[config.mk]
export PLATFORM = sky130hd
export DESIGN_NAME = bai_pci_end_flat
export DESIGN_NICKNAME = d
export VERILOG_FILES = /design/src/hdl/bai_pkg.sv /design/src/hdl/bai_link_if.sv /design/src/hdl/bai_pci_end.sv /design/src/hdl/bai_sync.sv /design/src/flat_wrapper.sv
export SDC_FILE = /design/constraint.sdc
export NUM_CORES = 1
export LEC_CHECK = 0
export BUFFER_PORTS_ARGS = -buffer_cell sky130_fd_sc_hd__buf_2
export CORE_UTILIZATION = 55
export CTS_CLUSTER_DIAMETER = 100
export DETAILED_ROUTE_END_ITERATION = 8
export PLACE_DENSITY = 0.83
export SLEW_MARGIN = 10
export SYNTH_ARGS = -nofsm -noshare
export SYNTH_HDL_FRONTEND = slang
export SYNTH_SLANG_ARGS = --single-unit
[constraint.sdc]
create_clock -name clk -period 4.1 [get_ports clk]
set_input_delay 0.82 -clock clk [delete_from_list [all_inputs] [get_ports clk]]
set_output_delay 0.82 -clock clk [all_outputs]
set_load 0.005 [all_outputs]
[src/hdl/bai_pkg.sv]
// Shared constants, register map and types for the adapter interrupt control.
package bai_pkg;
    // ==========================================================
    // Timing.
    localparam int CLK_NS = 50; // Clock period in ns at 20 MHz.
    localparam int TMO_US = 30; // Remote transfer timeout in microseconds.
    localparam int TMO_CYC = (TMO_US * 1000) / CLK_NS; // Longest wait, rounded down.
    // ==========================================================
    // Register indices on the host port.
    localparam logic [7:0] A_INT_CTRL = 8'h00; // Local interrupt control.
    localparam logic [7:0] A_INT_STAT = 8'h01; // Local interrupt status (levels).
    localparam logic [7:0] A_LCMD = 8'h02; // Local command (write-one actions).
    localparam logic [7:0] A_LSTAT = 8'h03; // Local status.
    localparam logic [7:0] A_RSTAT = 8'h04; // Remote status.
    localparam logic [7:0] A_RCMD1 = 8'h05; // Remote command register 1.
    localparam logic [7:0] A_IACK_LO = 8'h06; // Acknowledge-read low.
    localparam logic [7:0] A_DMA_CMD = 8'h07; // Local DMA command.
    // ==========================================================
    // Field positions.
    localparam int B_IC_ACTIVE = 7; // Device is requesting.
    localparam int B_IC_NORM_EN = 6; // Normal interrupt enable.
    localparam int B_IC_ERR_EN = 5; // Error interrupt enable.
    localparam int B_LC_CLR_ERR = 7; // Acknowledge error interrupt.
    localparam int B_LC_CLR_PR = 6; // Clear received receiver interrupt.
    localparam int B_LC_SEND_PT = 5; // Send transmitter interrupt.
    localparam int B_LS_PR = 5; // Receiver interrupt pending.
    localparam int B_LS_DERR = 2; // Interface data error.
    localparam int B_LS_TMO = 1; // Interface timeout.
    localparam int B_LS_BERR = 0; // Remote bus error.
    localparam int B_RS_PT = 1; // Transmitter interrupt received.
    localparam int B_RC_ACK_PT = 6; // Acknowledge received transmitter irq.
    localparam int B_RC_SEND_PR = 5; // Send receiver interrupt.
    localparam int B_DMA_EN = 2; // DMA done interrupt enable.
    localparam int B_DMA_DONE = 1; // DMA done flag.
    // ==========================================================
    // Reset values.
    localparam logic [7:0] INT_CTRL_RST = 8'h00; // All sources gated off.
    localparam logic [2:0] SEL_NONE = 3'h0; // Line code that sends nothing.
    // ==========================================================
    // Remote transfer tracker states.
    typedef enum logic {XF_IDLE = 1'b0, XF_WAIT = 1'b1} bai_xfer_t;
endpackage

[src/hdl/bai_link_if.sv]
// Cable link between the host adapter end and the remote backplane end.
`timescale 1ns/100ps
interface bai_link_if;
    // ==========================================================
    // Remote to host.
    logic [7:1] bp_line; // Backplane levels on cable lines.
    logic pt_rx_tgl; // Toggle: transmitter interrupt sent to host.
    logic pr_rx_tgl; // Toggle: receiver interrupt sent to host.
    logic pt_tx_ack_tgl; // Toggle: outgoing transmitter interrupt acknowledged.
    logic done_tgl; // Toggle: remote transfer finished.
    logic done_berr; // Finished transfer ended in bus error.
    logic [7:0] done_data; // Returned data.
    logic done_par; // Odd parity over returned data.
    // ==========================================================
    // Host to remote.
    logic [7:1] cable_irq_line; // Outgoing transmitter interrupt line.
    logic pr_tx_tgl; // Toggle: receiver interrupt to remote.
    logic pt_ack_tgl; // Toggle: host acknowledges received transmitter irq.
    logic iack_tgl; // Toggle: acknowledge cycle request.
    logic [2:0] iack_lvl; // Level to acknowledge.
    logic xfer_tgl; // Toggle: start remote transfer.
    modport pci (input bp_line, pt_rx_tgl, pr_rx_tgl, pt_tx_ack_tgl, done_tgl, done_berr,
        done_data, done_par, output cable_irq_line, pr_tx_tgl, pt_ack_tgl, iack_tgl, iack_lvl,
        xfer_tgl);
    modport vme (output bp_line, pt_rx_tgl, pr_rx_tgl, pt_tx_ack_tgl, done_tgl, done_berr,
        done_data, done_par, input cable_irq_line, pr_tx_tgl, pt_ack_tgl, iack_tgl, iack_lvl,
        xfer_tgl);
endinterface

[src/hdl/bai_pci_end.sv]
// Host adapter end: interrupt merge, status and command registers.
`timescale 1ns/100ps
module bai_pci_end import bai_pkg::*; #(
    parameter int TMO_CYC_P = TMO_CYC // Timeout length in clocks.
) (
    input wire logic clk, // System clock, 20 MHz.
    input wire logic rst_n, // Synchronous reset, active low.
    input wire logic [7:0] addr, // Register index.
    input wire logic [7:0] wdata, // Write data.
    input wire logic wr, // Write strobe.
    input wire logic rd, // Read strobe.
    output logic [7:0] rdata_q, // Read data, valid the cycle after rd.
    input wire logic xfer_req, // Pulse: start a transfer to the remote bus.
    output logic xfer_busy_q, // Transfer outstanding.
    input wire logic dma_done, // Pulse: DMA operation finished.
    input wire logic [7:1] bp_pass_jmp, // Backplane pass jumpers, high when installed.
    output logic inta_n_q, // Interrupt request, active low.
    bai_link_if.pci lk // Cable link.
);
    localparam int SW = 28; // Width of the synchronised bundle.
    localparam logic [15:0] CNT_LAST = 16'(TMO_CYC_P - 1); // Count at which the wait ends.
    logic [SW-1:0] s_q; // Synchronised link and jumper inputs.
    logic [7:1] bp_s, jmp_s; // Synchronised backplane levels and jumpers.
    logic pt_rx_s, pr_rx_s, done_s, berr_s, par_s, ptack_s; // Synchronised link bits.
    logic [7:0] data_s; // Synchronised returned data.
    logic [3:0] tg_q; // Previous values of the four toggles.
    logic pt_rx_ev, pr_rx_ev, done_ev, ptack_ev; // One-cycle event strobes.
    logic [7:0] ctrl_q; // Interrupt control, bits 7, 4 and 3 unused in storage.
    logic pt_out_q, pr_pend_q, pt_rx_q; // Programmed interrupt flags.
    logic berr_q, tmo_q, derr_q; // Latched error status.
    logic dma_en_q, dma_done_q; // DMA done enable and flag.
    logic [2:0] iack_lvl_q; // Acknowledge level field.
    logic pr_tx_q, pt_ack_q, iack_q, xfer_q; // Outgoing toggles.
    logic [7:1] line_q; // Outgoing cable line drive.
    bai_xfer_t xst_q; // Transfer tracker state.
    logic [15:0] cnt_q; // Timeout counter.
    logic [7:1] bp_pass; // Backplane levels after jumpers.
    logic irq_any; // Some enabled source is pending.
    logic w_lcmd, w_rcmd; // Command register write strobes.

    if (TMO_CYC_P < 2 || TMO_CYC_P > 65535)
    begin
        $error("bai_pci_end: bad timeout length.");
    end

    // ==========================================================
    // Input crossing: every link bit and jumper passes two flops.
    bai_sync #(.W(SW)) u_sync (
        .clk(clk),
        .rst_n(rst_n),
        .d({bp_pass_jmp, lk.bp_line, lk.pt_rx_tgl, lk.pr_rx_tgl, lk.done_tgl, lk.done_berr,
            lk.done_par, lk.done_data, lk.pt_tx_ack_tgl}),
        .q(s_q)
    );
    assign {jmp_s, bp_s, pt_rx_s, pr_rx_s, done_s, berr_s, par_s, data_s, ptack_s} = s_q;

    // Toggle edges become single-cycle events.
    always_ff @(posedge clk)
    begin
        if (!rst_n) tg_q <= '0;
        else tg_q <= {pt_rx_s, pr_rx_s, done_s, ptack_s};
    end
    assign pt_rx_ev = pt_rx_s ^ tg_q[3];
    assign pr_rx_ev = pr_rx_s ^ tg_q[2];
    assign done_ev = done_s ^ tg_q[1];
    assign ptack_ev = ptack_s ^ tg_q[0];

    assign w_lcmd = wr && addr == A_LCMD;
    assign w_rcmd = wr && addr == A_RCMD1;
    assign bp_pass = bp_s & jmp_s;

    // ==========================================================
    // Interrupt control: enables and outgoing line select.
    always_ff @(posedge clk)
    begin
        if (!rst_n) ctrl_q <= INT_CTRL_RST;
        else if (wr && addr == A_INT_CTRL) ctrl_q <= wdata & 8'h67;
    end

    // ==========================================================
    // Outgoing transmitter interrupt: held on the chosen line until the remote acks.
    // Code zero sends nothing, so a send request with no line is dropped.
    always_ff @(posedge clk)
    begin
        if (!rst_n)
        begin
            pt_out_q <= 1'b0;
            line_q <= '0;
        end
        else
        begin
            if (w_lcmd && wdata[B_LC_SEND_PT] && ctrl_q[2:0] != SEL_NONE)
                pt_out_q <= 1'b1;
            else if (ptack_ev)
                pt_out_q <= 1'b0;
            line_q <= pt_out_q ? 7'((8'h01 << ctrl_q[2:0]) >> 1) : '0;
        end
    end
    assign lk.cable_irq_line = line_q;

    // ==========================================================
    // Incoming programmed interrupts; a new arrival wins over a clear.
    always_ff @(posedge clk)
    begin
        if (!rst_n)
        begin
            pr_pend_q <= 1'b0;
            pt_rx_q <= 1'b0;
        end
        else
        begin
            if (pr_rx_ev) pr_pend_q <= 1'b1;
            else if (w_lcmd && wdata[B_LC_CLR_PR]) pr_pend_q <= 1'b0;
            if (pt_rx_ev) pt_rx_q <= 1'b1;
            else if (w_rcmd && wdata[B_RC_ACK_PT]) pt_rx_q <= 1'b0;
        end
    end

    // ==========================================================
    // Remote command register 1: send, acknowledge and iack level.
    // The acknowledge read is one toggle per read; the host must not repeat it.
    always_ff @(posedge clk)
    begin
        if (!rst_n)
        begin
            pr_tx_q <= 1'b0;
            pt_ack_q <= 1'b0;
            iack_q <= 1'b0;
            iack_lvl_q <= '0;
        end
        else
        begin
            if (w_rcmd)
            begin
                iack_lvl_q <= wdata[2:0];
                if (wdata[B_RC_SEND_PR]) pr_tx_q <= ~pr_tx_q;
                if (wdata[B_RC_ACK_PT]) pt_ack_q <= ~pt_ack_q;
            end
            if (rd && addr == A_IACK_LO) iack_q <= ~iack_q;
        end
    end
    assign lk.pr_tx_tgl = pr_tx_q;
    assign lk.pt_ack_tgl = pt_ack_q;
    assign lk.iack_tgl = iack_q;
    assign lk.iack_lvl = iack_lvl_q;

    // ==========================================================
    // Remote transfer tracker with timeout; a late answer after timeout is dropped.
    always_ff @(posedge clk)
    begin
        if (!rst_n)
        begin
            xst_q <= XF_IDLE;
            cnt_q <= '0;
            xfer_q <= 1'b0;
        end
        else
        begin
            case (xst_q)
                XF_IDLE:
                begin
                    cnt_q <= '0;
                    if (xfer_req)
                    begin
                        xfer_q <= ~xfer_q;
                        xst_q <= XF_WAIT;
                    end
                end
                XF_WAIT:
                begin
                    cnt_q <= cnt_q + 16'h0001;
                    if (done_ev || cnt_q == 16'(TMO_CYC_P - 1)) xst_q <= XF_IDLE;
                end
                default: xst_q <= XF_IDLE;
            endcase
        end
    end
    assign lk.xfer_tgl = xfer_q;
    always_ff @(posedge clk)
    begin
        if (!rst_n) xfer_busy_q <= 1'b0;
        else xfer_busy_q <= (xst_q == XF_IDLE) ? xfer_req : !done_ev && cnt_q != CNT_LAST;
    end

    // ==========================================================
    // Latched errors; an error arriving with the clear still latches.
    always_ff @(posedge clk)
    begin
        if (!rst_n)
        begin
            berr_q <= 1'b0;
            tmo_q <= 1'b0;
            derr_q <= 1'b0;
        end
        else
        begin
            if (w_lcmd && wdata[B_LC_CLR_ERR])
            begin
                berr_q <= 1'b0;
                tmo_q <= 1'b0;
                derr_q <= 1'b0;
            end
            if (xst_q == XF_WAIT && done_ev && berr_s) berr_q <= 1'b1;
            if (xst_q == XF_WAIT && !done_ev && cnt_q == 16'(TMO_CYC_P - 1)) tmo_q <= 1'b1;
            if (xst_q == XF_WAIT && done_ev && !(^{data_s, par_s})) derr_q <= 1'b1;
        end
    end

    // ==========================================================
    // DMA done: software can only clear the flag; the engine's pulse wins.
    always_ff @(posedge clk)
    begin
        if (!rst_n)
        begin
            dma_en_q <= 1'b0;
            dma_done_q <= 1'b0;
        end
        else
        begin
            if (wr && addr == A_DMA_CMD) dma_en_q <= wdata[B_DMA_EN];
            if (dma_done) dma_done_q <= 1'b1;
            else if (wr && addr == A_DMA_CMD && !wdata[B_DMA_DONE]) dma_done_q <= 1'b0;
        end
    end

    // ==========================================================
    // Request merge: a level, held while any enabled source is pending.
    assign irq_any = (ctrl_q[B_IC_NORM_EN] && (pr_pend_q || pt_rx_q || |bp_pass
        || (dma_en_q && dma_done_q)))
        || (ctrl_q[B_IC_ERR_EN] && (berr_q || tmo_q || derr_q));
    always_ff @(posedge clk)
    begin
        if (!rst_n) inta_n_q <= 1'b1;
        else inta_n_q <= !irq_any;
    end

    // ==========================================================
    // Read port; unmapped indices read zero.
    always_ff @(posedge clk)
    begin
        if (!rst_n) rdata_q <= '0;
        else if (!rd) rdata_q <= '0;
        else
        begin
            case (addr)
                A_INT_CTRL: rdata_q <= {!inta_n_q, ctrl_q[6:0]};
                A_INT_STAT: rdata_q <= {bp_pass | line_q, 1'b0};
                A_LSTAT: rdata_q <= {2'b00, pr_pend_q, 2'b00, derr_q, tmo_q, berr_q};
                A_RSTAT: rdata_q <= {6'h00, pt_rx_q, 1'b0};
                A_RCMD1: rdata_q <= {5'h00, iack_lvl_q};
                A_DMA_CMD: rdata_q <= {5'h00, dma_en_q, dma_done_q, 1'b0};
                default: rdata_q <= '0;
            endcase
        end
    end
endmodule

[src/hdl/bai_sync.sv]
// Two-stage synchroniser for a bundle of level signals.
`timescale 1ns/100ps
module bai_sync #(
    parameter int W = 1 // Bundle width.
) (
    input wire logic clk, // System clock.
    input wire logic rst_n, // Synchronous reset, active low.
    input wire logic [W-1:0] d, // Asynchronous inputs.
    output logic [W-1:0] q // Synchronised outputs.
);
    logic [W-1:0] meta_q; // First stage, read only by the second.

    if (W < 1)
    begin
        $error("bai_sync: width must be positive.");
    end

    // ==========================================================
    // Two flops; the first may go metastable, so only the second reads it.
    always_ff @(posedge clk)
    begin
        if (!rst_n)
        begin
            meta_q <= '0;
            q <= '0;
        end
        else
        begin
            meta_q <= d;
            q <= meta_q;
        end
    end
endmodule

[src/flat_wrapper.sv]
// flat-port wrapper written by rule: the top's interface ports become plain ports
module bai_pci_end_flat import bai_pkg::*;
#(
    parameter int TMO_CYC_P = TMO_CYC                             
)
  (clk, rst_n, addr, wdata, wr, rd, rdata_q, xfer_req, xfer_busy_q, dma_done, bp_pass_jmp, inta_n_q, lk_bp_line, lk_pt_rx_tgl, lk_pr_rx_tgl, lk_pt_tx_ack_tgl, lk_done_tgl, lk_done_berr, lk_done_data, lk_done_par, lk_cable_irq_line, lk_pr_tx_tgl, lk_pt_ack_tgl, lk_iack_tgl, lk_iack_lvl, lk_xfer_tgl);
  bai_link_if lk_i ();
  input wire logic clk;
  input wire logic rst_n;
  input wire logic [7:0] addr;
  input wire logic [7:0] wdata;
  input wire logic wr;
  input wire logic rd;
  output logic [7:0] rdata_q;
  input wire logic xfer_req;
  output logic xfer_busy_q;
  input wire logic dma_done;
  input wire logic [7:1] bp_pass_jmp;
  output logic inta_n_q;
  input wire logic [$bits(lk_i.bp_line)-1:0] lk_bp_line;
  input wire logic [$bits(lk_i.pt_rx_tgl)-1:0] lk_pt_rx_tgl;
  input wire logic [$bits(lk_i.pr_rx_tgl)-1:0] lk_pr_rx_tgl;
  input wire logic [$bits(lk_i.pt_tx_ack_tgl)-1:0] lk_pt_tx_ack_tgl;
  input wire logic [$bits(lk_i.done_tgl)-1:0] lk_done_tgl;
  input wire logic [$bits(lk_i.done_berr)-1:0] lk_done_berr;
  input wire logic [$bits(lk_i.done_data)-1:0] lk_done_data;
  input wire logic [$bits(lk_i.done_par)-1:0] lk_done_par;
  output wire logic [$bits(lk_i.cable_irq_line)-1:0] lk_cable_irq_line;
  output wire logic [$bits(lk_i.pr_tx_tgl)-1:0] lk_pr_tx_tgl;
  output wire logic [$bits(lk_i.pt_ack_tgl)-1:0] lk_pt_ack_tgl;
  output wire logic [$bits(lk_i.iack_tgl)-1:0] lk_iack_tgl;
  output wire logic [$bits(lk_i.iack_lvl)-1:0] lk_iack_lvl;
  output wire logic [$bits(lk_i.xfer_tgl)-1:0] lk_xfer_tgl;
  assign lk_i.bp_line = lk_bp_line;
  assign lk_i.pt_rx_tgl = lk_pt_rx_tgl;
  assign lk_i.pr_rx_tgl = lk_pr_rx_tgl;
  assign lk_i.pt_tx_ack_tgl = lk_pt_tx_ack_tgl;
  assign lk_i.done_tgl = lk_done_tgl;
  assign lk_i.done_berr = lk_done_berr;
  assign lk_i.done_data = lk_done_data;
  assign lk_i.done_par = lk_done_par;
  assign lk_cable_irq_line = lk_i.cable_irq_line;
  assign lk_pr_tx_tgl = lk_i.pr_tx_tgl;
  assign lk_pt_ack_tgl = lk_i.pt_ack_tgl;
  assign lk_iack_tgl = lk_i.iack_tgl;
  assign lk_iack_lvl = lk_i.iack_lvl;
  assign lk_xfer_tgl = lk_i.xfer_tgl;
  bai_pci_end #(.TMO_CYC_P(TMO_CYC_P)) u_core (.clk(clk), .rst_n(rst_n), .addr(addr), .wdata(wdata), .wr(wr), .rd(rd), .rdata_q(rdata_q), .xfer_req(xfer_req), .xfer_busy_q(xfer_busy_q), .dma_done(dma_done), .bp_pass_jmp(bp_pass_jmp), .inta_n_q(inta_n_q), .lk(lk_i));
endmodule
# Word level (Yosys, flattened, before mapping)
# Cells that the tools add are included.
[classes]
shifts = 1
addsub = 1
n_bitwise = 11
muxes = 18
n_reduce_logical = 48
n_eq_ne = 9
[ops]
columns = ["cell", "n"]
rows = [
  ["one-hot mux 8 bit (6 select lines)", 1],
  ["equality test 8 x 3 -> 1 bit, second input constant", 4],
  ["one-hot mux 16 bit (2 select lines)", 1],
  ["logical AND 1 bit", 20],
  ["adder 16 x 1 -> 16 bit, second input constant", 1],
  ["equality test 16 x 10 -> 1 bit, second input constant", 1],
  ["equality test 8 x 2 -> 1 bit, second input constant", 2],
  ["inequality test 16 x 10 -> 1 bit, second input constant", 1],
  ["two-way mux 1 bit", 15],
  ["nonzero test 2 bit", 7],
  ["AND reduction 2 bit", 5],
  ["parity 9 bit", 1],
  ["equality test 8 x 1 -> 1 bit, second input constant", 1],
  ["zero test 8 bit", 1],
  ["left shift 1 x 3 -> 8 bit, first input constant", 1],
  ["AND 7 bit", 1],
  ["logical OR 1 bit", 7],
  ["bitwise OR 7 bit", 1],
  ["OR reduction 7 bit", 1],
  ["zero test 1 bit", 5],
  ["inverter 1 bit", 5],
  ["bitwise XOR 1 bit", 4],
  ["nonzero test 3 bit", 1],
  ["one-hot mux 1 bit (2 select lines)", 1],
]
[totals]
word_cells = 111
regBits = 114

# Logic depth before layout (Yosys ltp)
[depth]
ltp_word = 7
depth_mapped = 5

# Cells and area by module
# Synthesis repeated with hierarchy kept, for this count alone.
[unflattened]
cells_unflattened = 398
hier_area_um2 = 4053.9
[modules_own_cells]
columns = ["mod", "seq_area_each_um2", "n_inst", "area_per_inst_um2", "cells_each"]
rows = [
  ["bai_pci_end", 1141.1, 1, 2521.2, 280],
  ["bai_sync", 1121.1, 1, 1532.7, 118],
]

# Worst setup path after synthesis
# No wires, ideal clock.
[synth_path]
path_type = "in2reg"
startpoint = "input port addr[3]"
endpoint = "register u_core.pt_rx_q"
stages = 5
t_arrival_ps = 2221
n_path_buf = 1
path_slack_ps = 1764
cell_sequence = "or4_4 > buf_6 > nor4_4 > nand2_2 > a31o_1"
[synth_between]
elab_chain_len = 4
[synth_lines]
columns = ["item", "line", "rtl"]
rows = [
  ["from (decl)", "flat_wrapper.sv:10", "input wire logic [7:0] addr;"],
  ["equality test 8 x 3 -> 1 bit", "bai_pci_end.sv:69", "assign w_rcmd = wr && addr == A_RCMD1;"],
  ["logical AND 1 bit", "bai_pci_end.sv:69", ""],
  ["logical AND 1 bit", "bai_pci_end.sv:115", "else if (w_rcmd && wdata[B_RC_ACK_PT]) pt_rx_q <= 1'b0;"],
  ["nonzero test 2 bit (no source line)", "-", ""],
  ["to (signal assigned)", "bai_pci_end.sv:108", "pt_rx_q <= 1'b0;"],
  ["to (signal assigned)", "bai_pci_end.sv:114", "if (pt_rx_ev) pt_rx_q <= 1'b1;"],
  ["to (signal assigned)", "bai_pci_end.sv:115", ""],
  ["to (decl)", "bai_pci_end.sv:29", "logic pt_out_q, pr_pend_q, pt_rx_q;"],
]
# No other way between the ends.
# A chain may end at the register's enable or synchronous reset.

# Final worst setup path
# Ends and elaborated chain as after synthesis.

==> flow_metrics.tcl <==
set metrics [dict create \
    final_cell_mix "dfxtp_1, buf_2, and2_1" \
    ant_nets 0 \
    cellLeakagePower_uw 0.00204 \
    dpl.hpwl_um 5050 \
    grt_pass1_vias 2804 \
    cts_resized 0 \
    cts_setup_buffers 0 \
    antenna_found_initial 0 \
    seq_area_frac_synth_pct 56.7 \
    ff2ff_path_depth 4 \
    cts-root-buf "clkbuf_8" \
    grt_max_degree 72 \
    core_mm2 0.00691 \
    skew_ns 0.00963 \
    timing.fmax_mhz 483 \
    synth_area_mm2 0.00399 \
    worst_slack_ns 2.03 \
    synth.top_cell.area_share_pct 56.7 \
    critPathTopFamily "simple AND/OR/NAND/NOR gates" \
    io_pins 74 \
    fin_nets 516 \
    holdPathStages 1 \
    overflow 0 \
    grt_pass1_wl_um 13100 \
    finalMaxSlewViolations 0 \
    status "complete, no violations" \
    track_usage_pct 23.6 \
    cpPeakStageDelay_ns 0.60 \
    netlist_instances 389 \
    tns_ns 0 \
    rsz0062_at_grt "no" \
    layout-drive-gt1-share_pct 22.6 \
    syn_avg_cell_area_um2 10.3 \
    drv_cap 0 \
    cts.reportedPaths.clkPinSlew_ns 0.05 \
    place_congestion 0.848 \
    fin_crit_sh_pct 50.4 \
    hold_buffers 0 \
    crit_start "addr[3]" \
    row_count 30 \
    cp.depth 5 \
    drc 0 \
    viasPerCell 5.26 \
    synth.net_count 440 \
    cts_tree "done" \
    rr_endpoint "u_core.cnt_q[13]" \
    synthArstFlopShare_pct 0 \
    die_area_mm2 0.00760 \
    slew_headroom_pct 61.9 \
    drtIter0Drc 191 \
    setup_viol 0 \
    vdd_ir_drop_max_v 0.000387 \
    area_delta_synth_final_pct 27.2 \
    cp-end-kind "flop" \
    wire_per_inst_um 14.5 \
    yosys_warnings 0 \
    cts_buffers 17 \
    wirelength_um 8330 \
    mostFrequentLayoutCell "dfxtp_1" \
    critPathKind "input pin to flop" \
    cpMaxStageDelayCell "or4_4" \
    clkLatencyLatePin_ns 0.52 \
    min-delay-path-class "flop to flop" \
    tightest_slew_ns 0.571 \
    path_cells "buf_2 -> or4_4 -> nor4_4 -> nand2_2 -> a31o_1" \
    synth_cell_types 50 \
    reg2reg_slack_ns 2.21 \
    dp_slack_ns 1.58 \
    clock-sinks 113 \
    cp_max_fo 6 \
    antenna_cells 0 \
    vias 3021 \
    first_pass_iters 5 \
    cts.path.max_buffers 2 \
    ys_ff_latch 113 \
    crit_path_start_kind "input pin" \
    die_h_um 87.2 \
    synth_edf_count 0 \
    synth_area_leaders "dfxtp_1, and2_1, xnor2_1, nor2_1, mux2i_1" \
    yosys.area.top_type "dfxtp_1" \
    crit_end "u_core.pt_rx_q" \
    htreeDepth 4 \
    min_period_ns 2.07 \
    synth_ff_type "dfxtp_1" \
    die_width_um 87.2 \
    cellPowerDensity_mw_per_mm2 568 \
    portBuffers 71 \
    cp_num_buf_inv 1 \
    hold_violations 0 \
    cp.arrival_ns 2.47 \
    start_util_pct 57.8 \
    cp.required_ns 4.50 \
    regToRegStartpoint "u_core.cnt_q[2]" \
]
-- kinds of logic (layout without fill, tap and decap cells) --
kind of cell | count (synthesis) | count (layout) | share of synthesized area (%)
AO/OA/AOI/OAI | 44 | 44 | 7.71
XOR/XNOR | 25 | 25 | 5.83
adder cells (fa/ha/maj) | 1 | 1 | 0.314
buffers and inverters | 24 | 113 | 2.45
flip-flops | 113 | 113 | 56.7
multiplexers | 11 | 11 | 2.76
AND/OR/NAND/NOR | 171 | 171 | 24.2
-- metrics by stage --
step	total power, uW	utilization, %	hold WS, ns	area, um^2	instances
2_1_floorplan	1230	-	0.412	3990	389
3_3_place_gp	1270	63.8	0.416	4410	542
3_5_place_dp	1270	63.8	0.417	4410	542
4_1_cts	2900	73.5	0.430	5070	574
5_1_grt	2980	73.5	0.440	5070	574
6_report	2880	73.5	0.430	5070	574
-- how the worst min path moves through the flow --
| stage | from | endpoint | slack, ns |
|---|---|---|---|
| floorplan | u_core.u_sync.meta_q[0] | u_core.u_sync.q[0] | 0.41 |
| global placement | u_core.u_sync.meta_q[4] | u_core.u_sync.q[4] | 0.42 |
| detailed placement | u_core.u_sync.meta_q[19] | u_core.u_sync.q[19] | 0.42 |
| CTS | u_core.u_sync.meta_q[4] | u_core.u_sync.q[4] | 0.43 |
| global route | u_core.u_sync.meta_q[23] | u_core.u_sync.q[23] | 0.44 |
| finish | u_core.u_sync.meta_q[5] | u_core.u_sync.q[5] | 0.43 |
-- cell usage after synthesis (2+ instances only) --
cell	n
a2111oi_1	2
a21boi_0	2
a21o_1	4
a21oi_1	13
a31oi_1	3
a32o_1	2
and2_1	60
buf_1	2
clkbuf_1	12
dfxtp_1	113
inv_1	9
mux2i_1	11
nand2_1	15
nand2b_1	8
nand3_1	11
nand3b_1	2
nand4_1	6
nand4b_1	2
nor2_1	41
nor2b_1	2
nor3_1	7
nor4_1	6
o21a_1	2
o21ai_0	4
o32ai_1	2
or3_1	2
xnor2_1	19
xor2_1	5
-- power by group --
| group | internal (uW) | switching (uW) | total, uW |
|---|---|---|---|
| registers | 1130 | 15.0 | 1150 |
| logic | 51.5 | 52.9 | 104 |
| clock network | 1130 | 503 | 1630 |
| total | 2310 | 570 | 2880 |
-- per-layer routing --
metal  wire (um)  vias to the layer above  GRT usage [%]  share of wire (%)
met4         172                        0           11.5                2.1
met5           0                        -              0                  0
met2        4010                      148           38.4                 48
li1            -                     1481              -                  -
met3         614                       19           9.00                7.4
met1        3530                     1373           27.2                 42
-- state kept, by name (all words and copies together) (netlist names), 3 cells and up --
signal and flops:
u_core.u_sync.q 28, u_core.u_sync.meta_q 28, u_core.tg_q 4, u_core.cnt_q 16, u_core.rdata_q 8, u_core.lk.cable_irq_line 7, u_core.ctrl_q 5, u_core.lk.iack_lvl 3
-- final cells by class --
cell class / instances / area [um^2]
repair buffers: 72 / 363
clock inverters: 12 / 230
well taps: 96 / 120
fillers: 480 / 1830
multi-input cells: 252 / 1630
flip-flops and latches: 113 / 2260
clock buffers: 20 / 435
inverters: 9 / 33.8
(Power assumes the default switching activity.)
